==> config.mk <==
export PLATFORM = sky130hd
export DESIGN_NAME = epio_port
export DESIGN_NICKNAME = d
export VERILOG_FILES = /design/src/hdl/epio_pkg.sv /design/src/hdl/epio_port.sv /design/src/hdl/epio_pinmux.sv
export VERILOG_INCLUDE_DIRS = /design/src /design/src/hdl
export SDC_FILE = /design/constraint.sdc
export NUM_CORES = 1
export LEC_CHECK = 0
export BUFFER_PORTS_ARGS = -buffer_cell sky130_fd_sc_hd__clkbuf_2
export CORE_AREA = 2 2 82 84
export DETAILED_ROUTE_END_ITERATION = 8
export DIE_AREA = 0 0 84 86
export GPL_TIMING_DRIVEN = 0
export HOLD_SLACK_MARGIN = 0.03
export PLACE_DENSITY = 0.83
export SLEW_MARGIN = 20
export SYNTH_ARGS = -nofsm -noshare
export SYNTH_HDL_FRONTEND = slang
export SYNTH_SLANG_ARGS = --single-unit
==> constraint.sdc <==
create_clock -name sys_clk -period 3.43 [get_ports sys_clk]
set_input_delay 0.5145 -clock sys_clk [delete_from_list [all_inputs] [get_ports sys_clk]]
set_output_delay 0.5145 -clock sys_clk [all_outputs]
set_load 0.05 [all_outputs]
==> src/hdl/epio_cfg.svh <==
// constants of the eight pin parallel i/o port
`ifndef EPIO_CFG_SVH
`define EPIO_CFG_SVH
// port width and pin positions
`define EPIO_W 8
`define EPIO_PWM_BASE 5
`define EPIO_PWM_N 3
// decoded address bits of the register window
`define EPIO_AW 8
// register byte offsets, one aligned word each
`define EPIO_OFS_PORT 8'h00
`define EPIO_OFS_LATCH 8'h04
`define EPIO_OFS_DIR 8'h08
`define EPIO_OFS_NBR 8'h0C
`define EPIO_OFS_STRM 8'h10
// field positions
`define EPIO_PU_BIT 7
`define EPIO_STRM_EN_BIT 0
`define EPIO_HTRANS_ACT_BIT 1
// reset values
`define EPIO_RST_LATCH 8'h00
`define EPIO_RST_DIR 8'hFF
`define EPIO_RST_PU 1'b0
`define EPIO_RST_STRM 1'b0
`define EPIO_RST_RDATA 32'h0000_0000
`define EPIO_ZERO_W 8'h00
`define EPIO_ONES_W 8'hFF
`endif

==> src/hdl/epio_pkg.sv <==
// types of the eight pin parallel i/o port
`include "epio_cfg.svh"
package epio_pkg;
  // bus phase, gray along idle -> read -> write
  typedef enum logic [1:0] {
    EPIO_PH_IDLE = 2'b00,
    EPIO_PH_RD = 2'b01,
    EPIO_PH_WR = 2'b11
  } epio_phase_t;
  // register file and bus slave state
  typedef struct packed {
    logic [`EPIO_W-1:0] latch;
    logic [`EPIO_W-1:0] dir;
    logic pu_glob;
    logic strm_en;
    epio_phase_t ph;
    logic [`EPIO_AW-1:0] addr;
    logic [31:0] rdata;
  } epio_regs_t;
  // registered pin side outputs
  typedef struct packed {
    logic [`EPIO_W-1:0] pout;
    logic [`EPIO_W-1:0] oe_n;
    logic [`EPIO_W-1:0] pu;
    logic [`EPIO_W-1:0] din;
    logic ttl;
  } epio_pins_t;
endpackage

==> src/hdl/epio_port.sv <==
// eight pin parallel i/o port with ahb-lite register slave
// Operation
// RULE1: eight pins, each input or output
// RULE2: direction one floats pin, zero drives latch
// RULE3: latch register reads back latch, not pins
// RULE4: neighbour bit seven enables all pull-ups
// RULE5: pull-up off when output or peripheral
// RULE6: reset leaves every pull-up disabled
// RULE7: reset makes every pin an input
// RULE8: stream mode selects ttl input buffers
// RULE9: stream output overrides latch, input sees pins
// RULE10: pwm b, c, d override pins 5-7
// RULE11: dual or quad pwm disables stream
// RULE12: enabled pull-ups follow each latch bit
// RULE13: port data reads pins, writes latch
//
// Implementation choices: the AHB-Lite slave port and the placing of the registers.
`timescale 1ns/10ps
`include "epio_cfg.svh"
module epio_port import epio_pkg::*; #(
  parameter int PWM_BASE = `EPIO_PWM_BASE
) (
  input wire logic sys_clk,
  input wire logic sys_rst,
  // ahb-lite slave
  input wire logic hsel,
  input wire logic [31:0] haddr,
  input wire logic [1:0] htrans,
  input wire logic hwrite,
  input wire logic [2:0] hsize,
  input wire logic [31:0] hwdata,
  input wire logic hready,
  output logic hreadyout,
  output logic hresp,
  output logic [31:0] hrdata,
  // package pins
  input wire logic [`EPIO_W-1:0] pin_in,
  output logic [`EPIO_W-1:0] pin_out,
  output logic [`EPIO_W-1:0] pin_oe_n,
  output logic [`EPIO_W-1:0] pullup_en,
  output logic ttl_sel,
  // streaming parallel port engine
  input wire logic stream_drive,
  input wire logic [`EPIO_W-1:0] stream_out_data,
  output logic [`EPIO_W-1:0] stream_in_data,
  output logic stream_active,
  // enhanced pwm channels b, c, d in bits 0, 1, 2
  input wire logic pwm_multi_mode,
  input wire logic [`EPIO_PWM_N-1:0] pwm_chan_act,
  input wire logic [`EPIO_PWM_N-1:0] pwm_chan_out
);

  //////////////////////////////////////////////////////////////////////
  // declarations

  epio_regs_t st_r; // all register and bus state
  epio_regs_t st_nxt; // its next value
  logic take; // address phase accepted this edge
  logic strm_act; // stream function really owns the port
  logic [`EPIO_AW-1:0] a_ofs; // offset of the new address phase
  logic [`EPIO_W-1:0] wbyte; // write data, low byte only
  logic [31:0] rd_nxt; // read data for the next data phase

  // only the low byte lane carries data, upper bits are ignored
  assign wbyte = hwdata[`EPIO_W-1:0];
  assign a_ofs = haddr[`EPIO_AW-1:0];

  // accepted transfers: selected, nonseq or seq, bus ready
  assign take = hsel & htrans[`EPIO_HTRANS_ACT_BIT] & hready;

  //////////////////////////////////////////////////////////////////////
  // stream ownership

  // RULE11: multi output pwm blocks stream
  assign strm_act = st_r.strm_en & ~pwm_multi_mode;

  //////////////////////////////////////////////////////////////////////
  // register file and bus phase tracking
  always_comb begin
    st_nxt = st_r;
    rd_nxt = `EPIO_RST_RDATA;

    // data phase of a write: hwdata is valid now
    if (st_r.ph == EPIO_PH_WR) begin
      case (st_r.addr)
        // RULE13: port write loads latch
        `EPIO_OFS_PORT: begin
          st_nxt.latch = wbyte;
        end
        // RULE3: latch write stores latch
        `EPIO_OFS_LATCH: begin
          st_nxt.latch = wbyte;
        end
        // RULE2: direction bits written
        `EPIO_OFS_DIR: begin
          st_nxt.dir = wbyte;
        end
        // RULE4: global pull-up enable bit
        `EPIO_OFS_NBR: begin
          st_nxt.pu_glob = wbyte[`EPIO_PU_BIT];
        end
        // stream function enable
        `EPIO_OFS_STRM: begin
          st_nxt.strm_en = wbyte[`EPIO_STRM_EN_BIT];
        end
        // unmapped: write is dropped, answer stays okay
        default: begin
          st_nxt.latch = st_r.latch;
        end
      endcase
    end

    // read mux works on the updated values, so a read that
    // follows a write back to back already sees the new data
    case (a_ofs)
      // RULE13: port read returns pins
      `EPIO_OFS_PORT: begin
        rd_nxt[`EPIO_W-1:0] = pin_in;
      end
      // RULE3: latch read returns latch
      `EPIO_OFS_LATCH: begin
        rd_nxt[`EPIO_W-1:0] = st_nxt.latch;
      end
      `EPIO_OFS_DIR: begin
        rd_nxt[`EPIO_W-1:0] = st_nxt.dir;
      end
      // other bits of the neighbour word read as zero here
      `EPIO_OFS_NBR: begin
        rd_nxt[`EPIO_PU_BIT] = st_nxt.pu_glob;
      end
      `EPIO_OFS_STRM: begin
        rd_nxt[`EPIO_STRM_EN_BIT] = st_nxt.strm_en;
      end
      // unmapped reads return zero
      default: begin
        rd_nxt = `EPIO_RST_RDATA;
      end
    endcase

    // next bus phase
    if (take) begin
      st_nxt.addr = a_ofs;
      if (hwrite) begin
        st_nxt.ph = EPIO_PH_WR;
      end else begin
        st_nxt.ph = EPIO_PH_RD;
        st_nxt.rdata = rd_nxt;
      end
    end else begin
      st_nxt.ph = EPIO_PH_IDLE;
    end
  end

  //////////////////////////////////////////////////////////////////////
  // state register
  // synchronous reset: power-on values of the port
  always_ff @(posedge sys_clk) begin
    if (sys_rst) begin
      st_r.latch <= `EPIO_RST_LATCH;
      // RULE7: all pins inputs
      st_r.dir <= `EPIO_RST_DIR;
      // RULE6: pull-ups start disabled
      st_r.pu_glob <= `EPIO_RST_PU;
      st_r.strm_en <= `EPIO_RST_STRM;
      st_r.ph <= EPIO_PH_IDLE;
      st_r.addr <= `EPIO_OFS_PORT;
      st_r.rdata <= `EPIO_RST_RDATA;
    end else begin
      st_r <= st_nxt;
    end
  end

  //////////////////////////////////////////////////////////////////////
  // bus outputs
  // the slave never stalls; every access finishes in one data phase
  assign hreadyout = 1'b1;
  assign hresp = 1'b0;
  assign hrdata = st_r.rdata;
  assign stream_active = strm_act;

  //////////////////////////////////////////////////////////////////////
  // pin multiplexer
  // RULE1: eight individual pins
  // RULE12: pull-ups follow latch bits
  // pins are registered once more, so a write reaches the pads
  // one edge after its data phase; trades a cycle for clean pads
  epio_pinmux #(
    .PWM_BASE(PWM_BASE)
  ) u_mux (
    .sys_clk(sys_clk),
    .sys_rst(sys_rst),
    .latch(st_r.latch),
    .dir(st_r.dir),
    .pu_glob(st_r.pu_glob),
    .strm_act(strm_act),
    .strm_drive(stream_drive),
    .strm_dout(stream_out_data),
    .pwm_act(pwm_chan_act),
    .pwm_dat(pwm_chan_out),
    .pin_in(pin_in),
    .pin_out(pin_out),
    .pin_oe_n(pin_oe_n),
    .pullup_en(pullup_en),
    .strm_din(stream_in_data),
    .ttl_sel(ttl_sel)
  );

  // write data phase on a given offset
  logic wr_latch; // latch register written now
  logic wr_port; // port data register written now
  assign wr_latch = (st_r.ph == EPIO_PH_WR) &&
                    (st_r.addr == `EPIO_OFS_LATCH);
  assign wr_port = (st_r.ph == EPIO_PH_WR) &&
                   (st_r.addr == `EPIO_OFS_PORT);
endmodule // epio_port

==> src/hdl/epio_pinmux.sv <==
// per pin output select, pull-up gating and input capture
`timescale 1ns/10ps
`include "epio_cfg.svh"
module epio_pinmux import epio_pkg::*; #(
  parameter int PWM_BASE = `EPIO_PWM_BASE
) (
  input wire logic sys_clk,
  input wire logic sys_rst,
  input wire logic [`EPIO_W-1:0] latch,
  input wire logic [`EPIO_W-1:0] dir,
  input wire logic pu_glob,
  input wire logic strm_act,
  input wire logic strm_drive,
  input wire logic [`EPIO_W-1:0] strm_dout,
  input wire logic [`EPIO_PWM_N-1:0] pwm_act,
  input wire logic [`EPIO_PWM_N-1:0] pwm_dat,
  input wire logic [`EPIO_W-1:0] pin_in,
  output logic [`EPIO_W-1:0] pin_out,
  output logic [`EPIO_W-1:0] pin_oe_n,
  output logic [`EPIO_W-1:0] pullup_en,
  output logic [`EPIO_W-1:0] strm_din,
  output logic ttl_sel
);
  epio_pins_t st_r; // registered pin state
  epio_pins_t st_nxt; // its next value
  logic [`EPIO_W-1:0] pa; // pwm owns the pin
  logic [`EPIO_W-1:0] pd; // pwm level per pin
  logic [`EPIO_W-1:0] mo; // selected output level
  logic [`EPIO_W-1:0] me_n; // selected enable, low drives
  logic [`EPIO_W-1:0] mp; // selected pull-up

  //////////////////////////////////////////////////////////////////////
  // per pin selection, pwm over stream over latch
  for (genvar i = 0; i < `EPIO_W; i++) begin : g_pin
    if (i >= PWM_BASE) begin : g_pwm
      assign pa[i] = pwm_act[i-PWM_BASE];
      assign pd[i] = pwm_dat[i-PWM_BASE];
    end else begin : g_nopwm
      assign pa[i] = 1'b0;
      assign pd[i] = 1'b0;
    end
    // RULE10: pwm wins pin
    assign mo[i] = pa[i] ? pd[i] : (strm_act ? strm_dout[i] : latch[i]);
    // RULE2: direction bit drives
    assign me_n[i] = pa[i] ? 1'b0 : (strm_act ? ~strm_drive : dir[i]);
    // RULE5: pull-up only as input
    // RULE12: latch bit gates pull-up
    assign mp[i] = pu_glob & latch[i] & dir[i] & ~strm_act & ~pa[i];
  end

  //////////////////////////////////////////////////////////////////////
  // next pin state
  always_comb begin
    st_nxt = st_r;
    st_nxt.pout = mo;
    st_nxt.oe_n = me_n;
    st_nxt.pu = mp;
    // RULE9: stream input sees pins
    st_nxt.din = pin_in;
    // RULE8: ttl buffers for stream
    st_nxt.ttl = strm_act;
  end

  // state register; reset leaves every pin an input, pulls off
  always_ff @(posedge sys_clk) begin
    if (sys_rst) begin
      st_r.pout <= `EPIO_ZERO_W;
      st_r.oe_n <= `EPIO_ONES_W;
      st_r.pu <= `EPIO_ZERO_W;
      st_r.din <= `EPIO_ZERO_W;
      st_r.ttl <= 1'b0;
    end else begin
      st_r <= st_nxt;
    end
  end

  assign pin_out = st_r.pout;
  assign pin_oe_n = st_r.oe_n;
  assign pullup_en = st_r.pu;
  assign strm_din = st_r.din;
  assign ttl_sel = st_r.ttl;
endmodule // epio_pinmux

==> flow_summary_export.csv, run 1 <==
group,metric,value,unit
setup_path,crit_family,"simple AND/OR/NAND/NOR gates",
grt,gr-total-overflow,0,
clocking,cts_resized,0,
grt,busiest_layer,"met2",
floorplanning,die_y,86,um
setup_path,timing.critical_path.buf_inv,1,
synthesis,synth_edf_count,0,
setup_path,worstSetupStartpoint,"st_r[39]",
routing,drt-initial-drc-count,129,
timing,slew_violations,0,
synthesis,synth_cells,327,
final_layout,antenna_cells,0,
grt,grt_max_degree,14,
placement,io_buffers,85,
clocking,clkSinkCount,69,
routing,via_per_inst,4.879,
timing,fin_setup_tns,0,ps
setup_path,cpMaxStageDelayCell,"or4_4",
placement,globalplace.congestion,0.8468,
synthesis,syn_area,2907,um^2
clocking,clockBufferDepth,2,
clocking,clk_latency,350,ps
setup_path,path_class,"flop to flop",
setup_path,cp_slowest_stage_delay,560,ps
synthesis,post_synth_num_cell_types,42,
worst_hold_path,hold_path.class,"input port to flop",
setup_path,rrSetupSlack,1120,ps
timing,post-route-period-util,67.29,%
placement,place_hpwl,5233,um
grt,grt_util_met2,32.65,%
timing,hold_viol,0,
grt,grt_pass1_wl,10830,um
final_layout,finalCoreUtilization,59.48,%
clocking,cts_hold_buf,0,
setup_path,cp.arrival,2540,ps
timing,setup_viol,0,
final_layout,nFillCells,579,
clocking,cts_setup_buffers,0,
grt,antenna_found_initial,0,
final_layout,multiInputGateArea,1286,um^2
pwr,ir_drop,0.3103,mV
grt,met1_usage,22.75,%
routing,num_vias,2581,
setup_path,worstReg2RegStart,"st_r[39]",
pwr,p_leak,0.001713,uW
clocking,clock-root-buffer,"clkbuf_8",
timing,fin_crit,2308,ps
routing,drc,0,
synthesis,ys_seq_area_share,47.52,%
synthesis,yosysWarnings,0,
timing,tightest_slew,794.3,ps
grt,use_met3,5.197,%
synthesis,ys_seq_elements,69,
flow_run,maxCapViolCount,0,
clocking,path_clk_slew,70,ps
synthesis,synth_top_flop_cell,"dfxtp_1",
routing,dr.pass1.iters,4,
setup_path,worstRegToRegCells,7,
routing,avgRoutedWirePerCell,13.03,um
synthesis,async_reset_ff_share,0,%
setup_path,cp-start-kind,"flop",
floorplanning,ios,166,
grt,grt_pass1_vias,2379,
setup_path,cp.required,3660,ps
run_status,status,"completed",
grt,grt.total_usage,19.09,%
final_layout,area_growth_syn_to_layout,28.45,%
setup_path,cp_cell_sequence,"or4_4, nor4b_1, buf_2, mux2i_1, nor2_1, a221oi_1, o21ai_1",
setup_path,endpoint,"hrdata[4]",
clocking,cts_tree,"built",
routing,postRouteAntennaNets,0,
setup_path,path_depth,7,
final_layout,ff_latch_area,1381,um^2
synthesis,syn_avg_cell_area,8.888,um^2
pwr,powerDensity,456.9,nW/um^2
floorplanning,die_w,84,um
setup_path,worstPathMaxFanout,9,
clocking,cts_htree_levels,3,
final_layout,num-nets-final,545,
timing,slew_headroom,46.61,%
floorplanning,die_area,7224,um^2
floorplanning,fp-row-count,29,
timing,skew,9.550,ps
floorplanning,core_area,6277,um^2
timing,rsz0062_at_grt,"no",
final_layout,layout-drive-gt1-share,34.07,%
setup_path,end_kind,"flop",
floorplanning,start_util,46.30,%
timing,clock.fmax,0.4333,GHz
setup_path,r2r_end,"hrdata[4]",
routing,drt-total-wl,6892,um
clocking,numCtsBuffers,9,
## area by class of cell
class,instances,share of cell area [%]
Tap cell,77,2.580
Clock buffer,10,3.686
Sequential cell,69,37.00
Multi-Input combinational cell,230,34.45
Buffer,51,8.881
Timing Repair Buffer,85,11.39
Inverter,1,0.1005
Clock inverter,6,1.910
## metal layers
metal / part of all wire, % / routed length, um
met5: 0 / 0
met3: 7.8 / 538
met4: 0.86 / 59
met2: 49 / 3393
met1: 42 / 2901
## state kept, by name, summed over array words and instances (netlist names)
name,flops
st_r,28
hrdata,8
u_mux.pin_oe_n,8
u_mux.pin_out,8
u_mux.pullup_en,8
u_mux.strm_din,8
u_mux.ttl_sel,1
## power by group
group          leakage (uW)  internal (uW)  switching, uW  total [uW]
Combinational       0.00105           60.8            142         203
Clock             0.0000991            360            325         686
Sequential         0.000560            812           4.67         817
Total               0.00171           1230            472        1710
## metrics by stage
step	power, uW	instance area (um^2)	hold WS (ps)	cells	worst slack [ps]
floorplan	987.0	2997	423.6	351	1208
CTS	1715	3727	350.8	529	1040
detailed placement	1037	3518	439.7	513	671.7
global placement	1035	3518	438.7	513	815.7
finish	1706	3734	365.5	529	1122
global route	1764	3734	377.9	529	927.1
## worst min path at each step
stage                    startpoint                  to  slack, ps  cells after the start
CTS                         sys_rst            st_r[40]        350                      2
global route        pwm_chan_act[1]  u_mux.pullup_en[6]        380                      2
global placement          hrdata[5]           hrdata[5]        440                      2
floorplan                  st_r[51]  u_mux.pullup_en[7]        420                      2
detailed placement        hrdata[5]           hrdata[5]        440                      2
finish                      sys_rst            st_r[40]        370                      2
## kinds of logic (layout without fill, tap and decap cells)
family	Yosys count	count (layout)	synth area share, %
buf+inv	52	153	11.54
compound gates	56	56	12.01
flops	69	69	47.52
simple gates	131	131	22.47
mux	17	17	6.199
other cells	2	26	0.2584
## synthesized netlist by cell type (all sizes together), types with 3 or more instances
master / count / area (um^2)
mux2i: 15 / 150.1
nor3: 4 / 20.02
buf: 40 / 290.3
a21oi: 24 / 120.1
nor2b: 8 / 50.05
clkbuf: 11 / 41.29
nand3: 7 / 35.03
nand2b: 13 / 81.33
or2: 3 / 18.77
nand2: 53 / 198.9
o21ai: 16 / 80.07
and3: 6 / 37.54
nor4: 3 / 33.78
nor2: 24 / 90.09
o221a: 5 / 56.30
dfxtp: 69 / 1381
o21bai: 3 / 22.52
## layout by cell type (no fill, tap or decap), types with 3 or more instances in the layout
master	n
clkbuf_8	10
o21bai_1	3
mux2i_1	15
nor2b_1	8
a21oi_1	24
nand2b_1	13
nor2_1	24
nand2_1	53
dfxtp_1	69
buf_2	4
nor3_1	4
clkbuf_2	85
o221a_2	5
and3_1	6
clkbuf_1	11
conb_1	26
o21ai_1	3
o21ai_0	13
buf_4	34
nand3_1	7
Note: power is estimated with default switching activity, not from simulation.
==> inputs of run 2 (changes only) <==
--- a/config.mk
+++ b/config.mk
@@ -7,12 +7,12 @@
 export NUM_CORES = 1
 export LEC_CHECK = 0
 export BUFFER_PORTS_ARGS = -buffer_cell sky130_fd_sc_hd__clkbuf_2
-export CORE_AREA = 2 2 82 84
+export CORE_AREA = 2 2 85 87
 export DETAILED_ROUTE_END_ITERATION = 8
-export DIE_AREA = 0 0 84 86
+export DIE_AREA = 0 0 87 89
 export GPL_TIMING_DRIVEN = 0
 export HOLD_SLACK_MARGIN = 0.03
-export PLACE_DENSITY = 0.83
+export PLACE_DENSITY = 0.78
 export SLEW_MARGIN = 20
 export SYNTH_ARGS = -nofsm -noshare
 export SYNTH_HDL_FRONTEND = slang
==> constraint.sdc (replaced) <==
create_clock -name sys_clk -period 2.2 [get_ports sys_clk]
set_input_delay 0.33 -clock sys_clk [delete_from_list [all_inputs] [get_ports sys_clk]]
set_output_delay 0.33 -clock sys_clk [all_outputs]
set_load 0.05 [all_outputs]
==> flow_summary_export.csv, run 2 (synthesis results as in run 1) <==
group,metric,value,unit
placement,place_hpwl,5188,um
final_layout,final_cell_mix,"clkbuf_2, dfxtp_1, nand2_1, buf_4, conb_1",
clocking,cts_hold_buf,0,
clocking,path_clk_slew,70,ps
floorplanning,die_w,87,um
clocking,clockBufferDepth,2,
clocking,numCtsBuffers,9,
timing,rsz0062_at_grt,"yes",
flow_run,maxCapViolCount,0,
setup_path,cp.required,2430,ps
worst_hold_path,hold_path.class,"input port to flop",
routing,drc,0,
floorplanning,die_area,7743,um^2
final_layout,final_common_cell,"clkbuf_2",
final_layout,layout-drive-gt1-share,36.32,%
routing,drt-total-wl,7092,um
grt,grt_pass1_vias,2307,
floorplanning,die_y,89,um
final_layout,largest_register,"st_r",
routing,drt-initial-drc-count,67,
setup_path,path_class,"flop to flop",
timing,tightest_slew,797.5,ps
pwr,p_leak,0.001760,uW
clocking,clock-root-buffer,"clkbuf_8",
timing,slew_violations,0,
placement,io_buffers,85,
routing,wl_met1,3110,um
floorplanning,fp-row-count,30,
floorplanning,ios,166,
pwr,powerDensity,681.2,nW/um^2
pwr,total_power,2626,uW
setup_path,cp-start-kind,"flop",
final_layout,finalCoreUtilization,57.37,%
routing,num_vias,2586,
grt,grt.total_usage,18.29,%
grt,antenna_found_initial,0,
routing,route.met2.wl,3337,um
timing,fin_crit,2208,ps
timing,setup_ws,-8.326,ps
grt,grt_pass1_wl,10890,um
placement,globalplace.congestion,0.8335,
clocking,cts_tree,"built",
setup_path,cp.arrival,2440,ps
floorplanning,start_util,43.26,%
pwr,ir_drop,0.3641,mV
timing,post-route-period-util,100.4,%
setup_path,end_kind,"flop",
placement,pre_cts_ws,-335.5,ps
routing,via_per_inst,4.816,
setup_path,worstPathMaxFanout,5,
clocking,clkSinkCount,69,
floorplanning,core_area,6719,um^2
grt,gr-total-overflow,0,
routing,postRouteAntennaNets,0,
final_layout,area_growth_syn_to_layout,32.63,%
timing,clock.fmax,0.4528,GHz
final_layout,nFillCells,613,
routing,avgRoutedWirePerCell,13.21,um
routing,wl_met3,524,um
final_layout,num-nets-final,550,
routing,highest_layer,"met4",
timing,hold_ws,179.4,ps
grt,grt_max_degree,13,
clocking,cts_htree_levels,3,
run_status,status,"finished with violations",
timing,slew_headroom,46.39,%
timing,setup_viol,1,
final_layout,antenna_cells,0,
timing,skew,5.097,ps
routing,dr.pass1.iters,4,
run_status,violations,"negative setup slack",
clocking,clk_latency,340,ps
timing,hold_viol,0,
final_layout,largest_reg_flops,28,
-- run 2: final timing paths --
check	slack, ps	startpoint	cells after the start	to
setup / recovery	-8	st_r[32]	7	hrdata[5]
hold / removal	180	sys_rst	2	st_r[40]
setup reg to reg	-8	st_r[32]	7	hrdata[5]
hold reg to reg	450	st_r[50]	2	u_mux.pullup_en[6]
-- run 2: worst max-delay path, cell delays in order, from the launching register on --
cell     delay [ps]
dfxtp_1         320
or4_4           580
nor4b_4         370
buf_6           210
buf_6           120
mux2i_4         230
o221a_2         210
o21ai_1          50
-- run 2: power breakdown --
group	total, uW	switching (uW)	internal, uW	leakage, uW
combinational	322	226	96.1	0.00110
clock	1030	473	556	0.0000959
sequential	1270	7.64	1270	0.000560
total	2630	707	1920	0.00176
-- run 2: cell type report --
type / instances / area [um^2] / share of cell area (%)
Sequential cell: 69 / 1381 / 35.83
Multi-Input combinational cell: 230 / 1365 / 35.41
Clock inverter: 5 / 58.81 / 1.525
Inverter: 1 / 3.754 / 0.09737
Timing Repair Buffer: 90 / 466.7 / 12.11
Tap cell: 80 / 100.1 / 2.597
Buffer: 51 / 337.8 / 8.763
Clock buffer: 11 / 141.4 / 3.668
-- run 2: routing by layer --
metal / up-vias / global-route usage [%]
met5: - / 0
met4: 0 / 6.250
met3: 13 / 5.078
met2: 107 / 29.98
met1: 1166 / 23.31
li1: 1300 / -
-- run 2: metrics by stage --
| stage | cell area [um^2] | setup TNS (ps) | std cells |
|---|---|---|---|
| 2_1_floorplan | 2997 | 0 | 351 |
| 3_3_place_gp | 3522 | -1901 | 516 |
| 3_5_place_dp | 3522 | -2492 | 516 |
| 4_1_cts | 3767 | 0 | 535 |
| 5_1_grt | 3855 | -360.8 | 537 |
| 6_report | 3855 | -8.326 | 537 |
-- run 2: timing repair --
item	4_1_cts	5_1_grt
gates cloned	1	0
endpoints found under the setup margin	7	6
pin swaps	1	4
buffers inserted	2	2
resized for setup	6	12
hold endpoints to repair	0	0
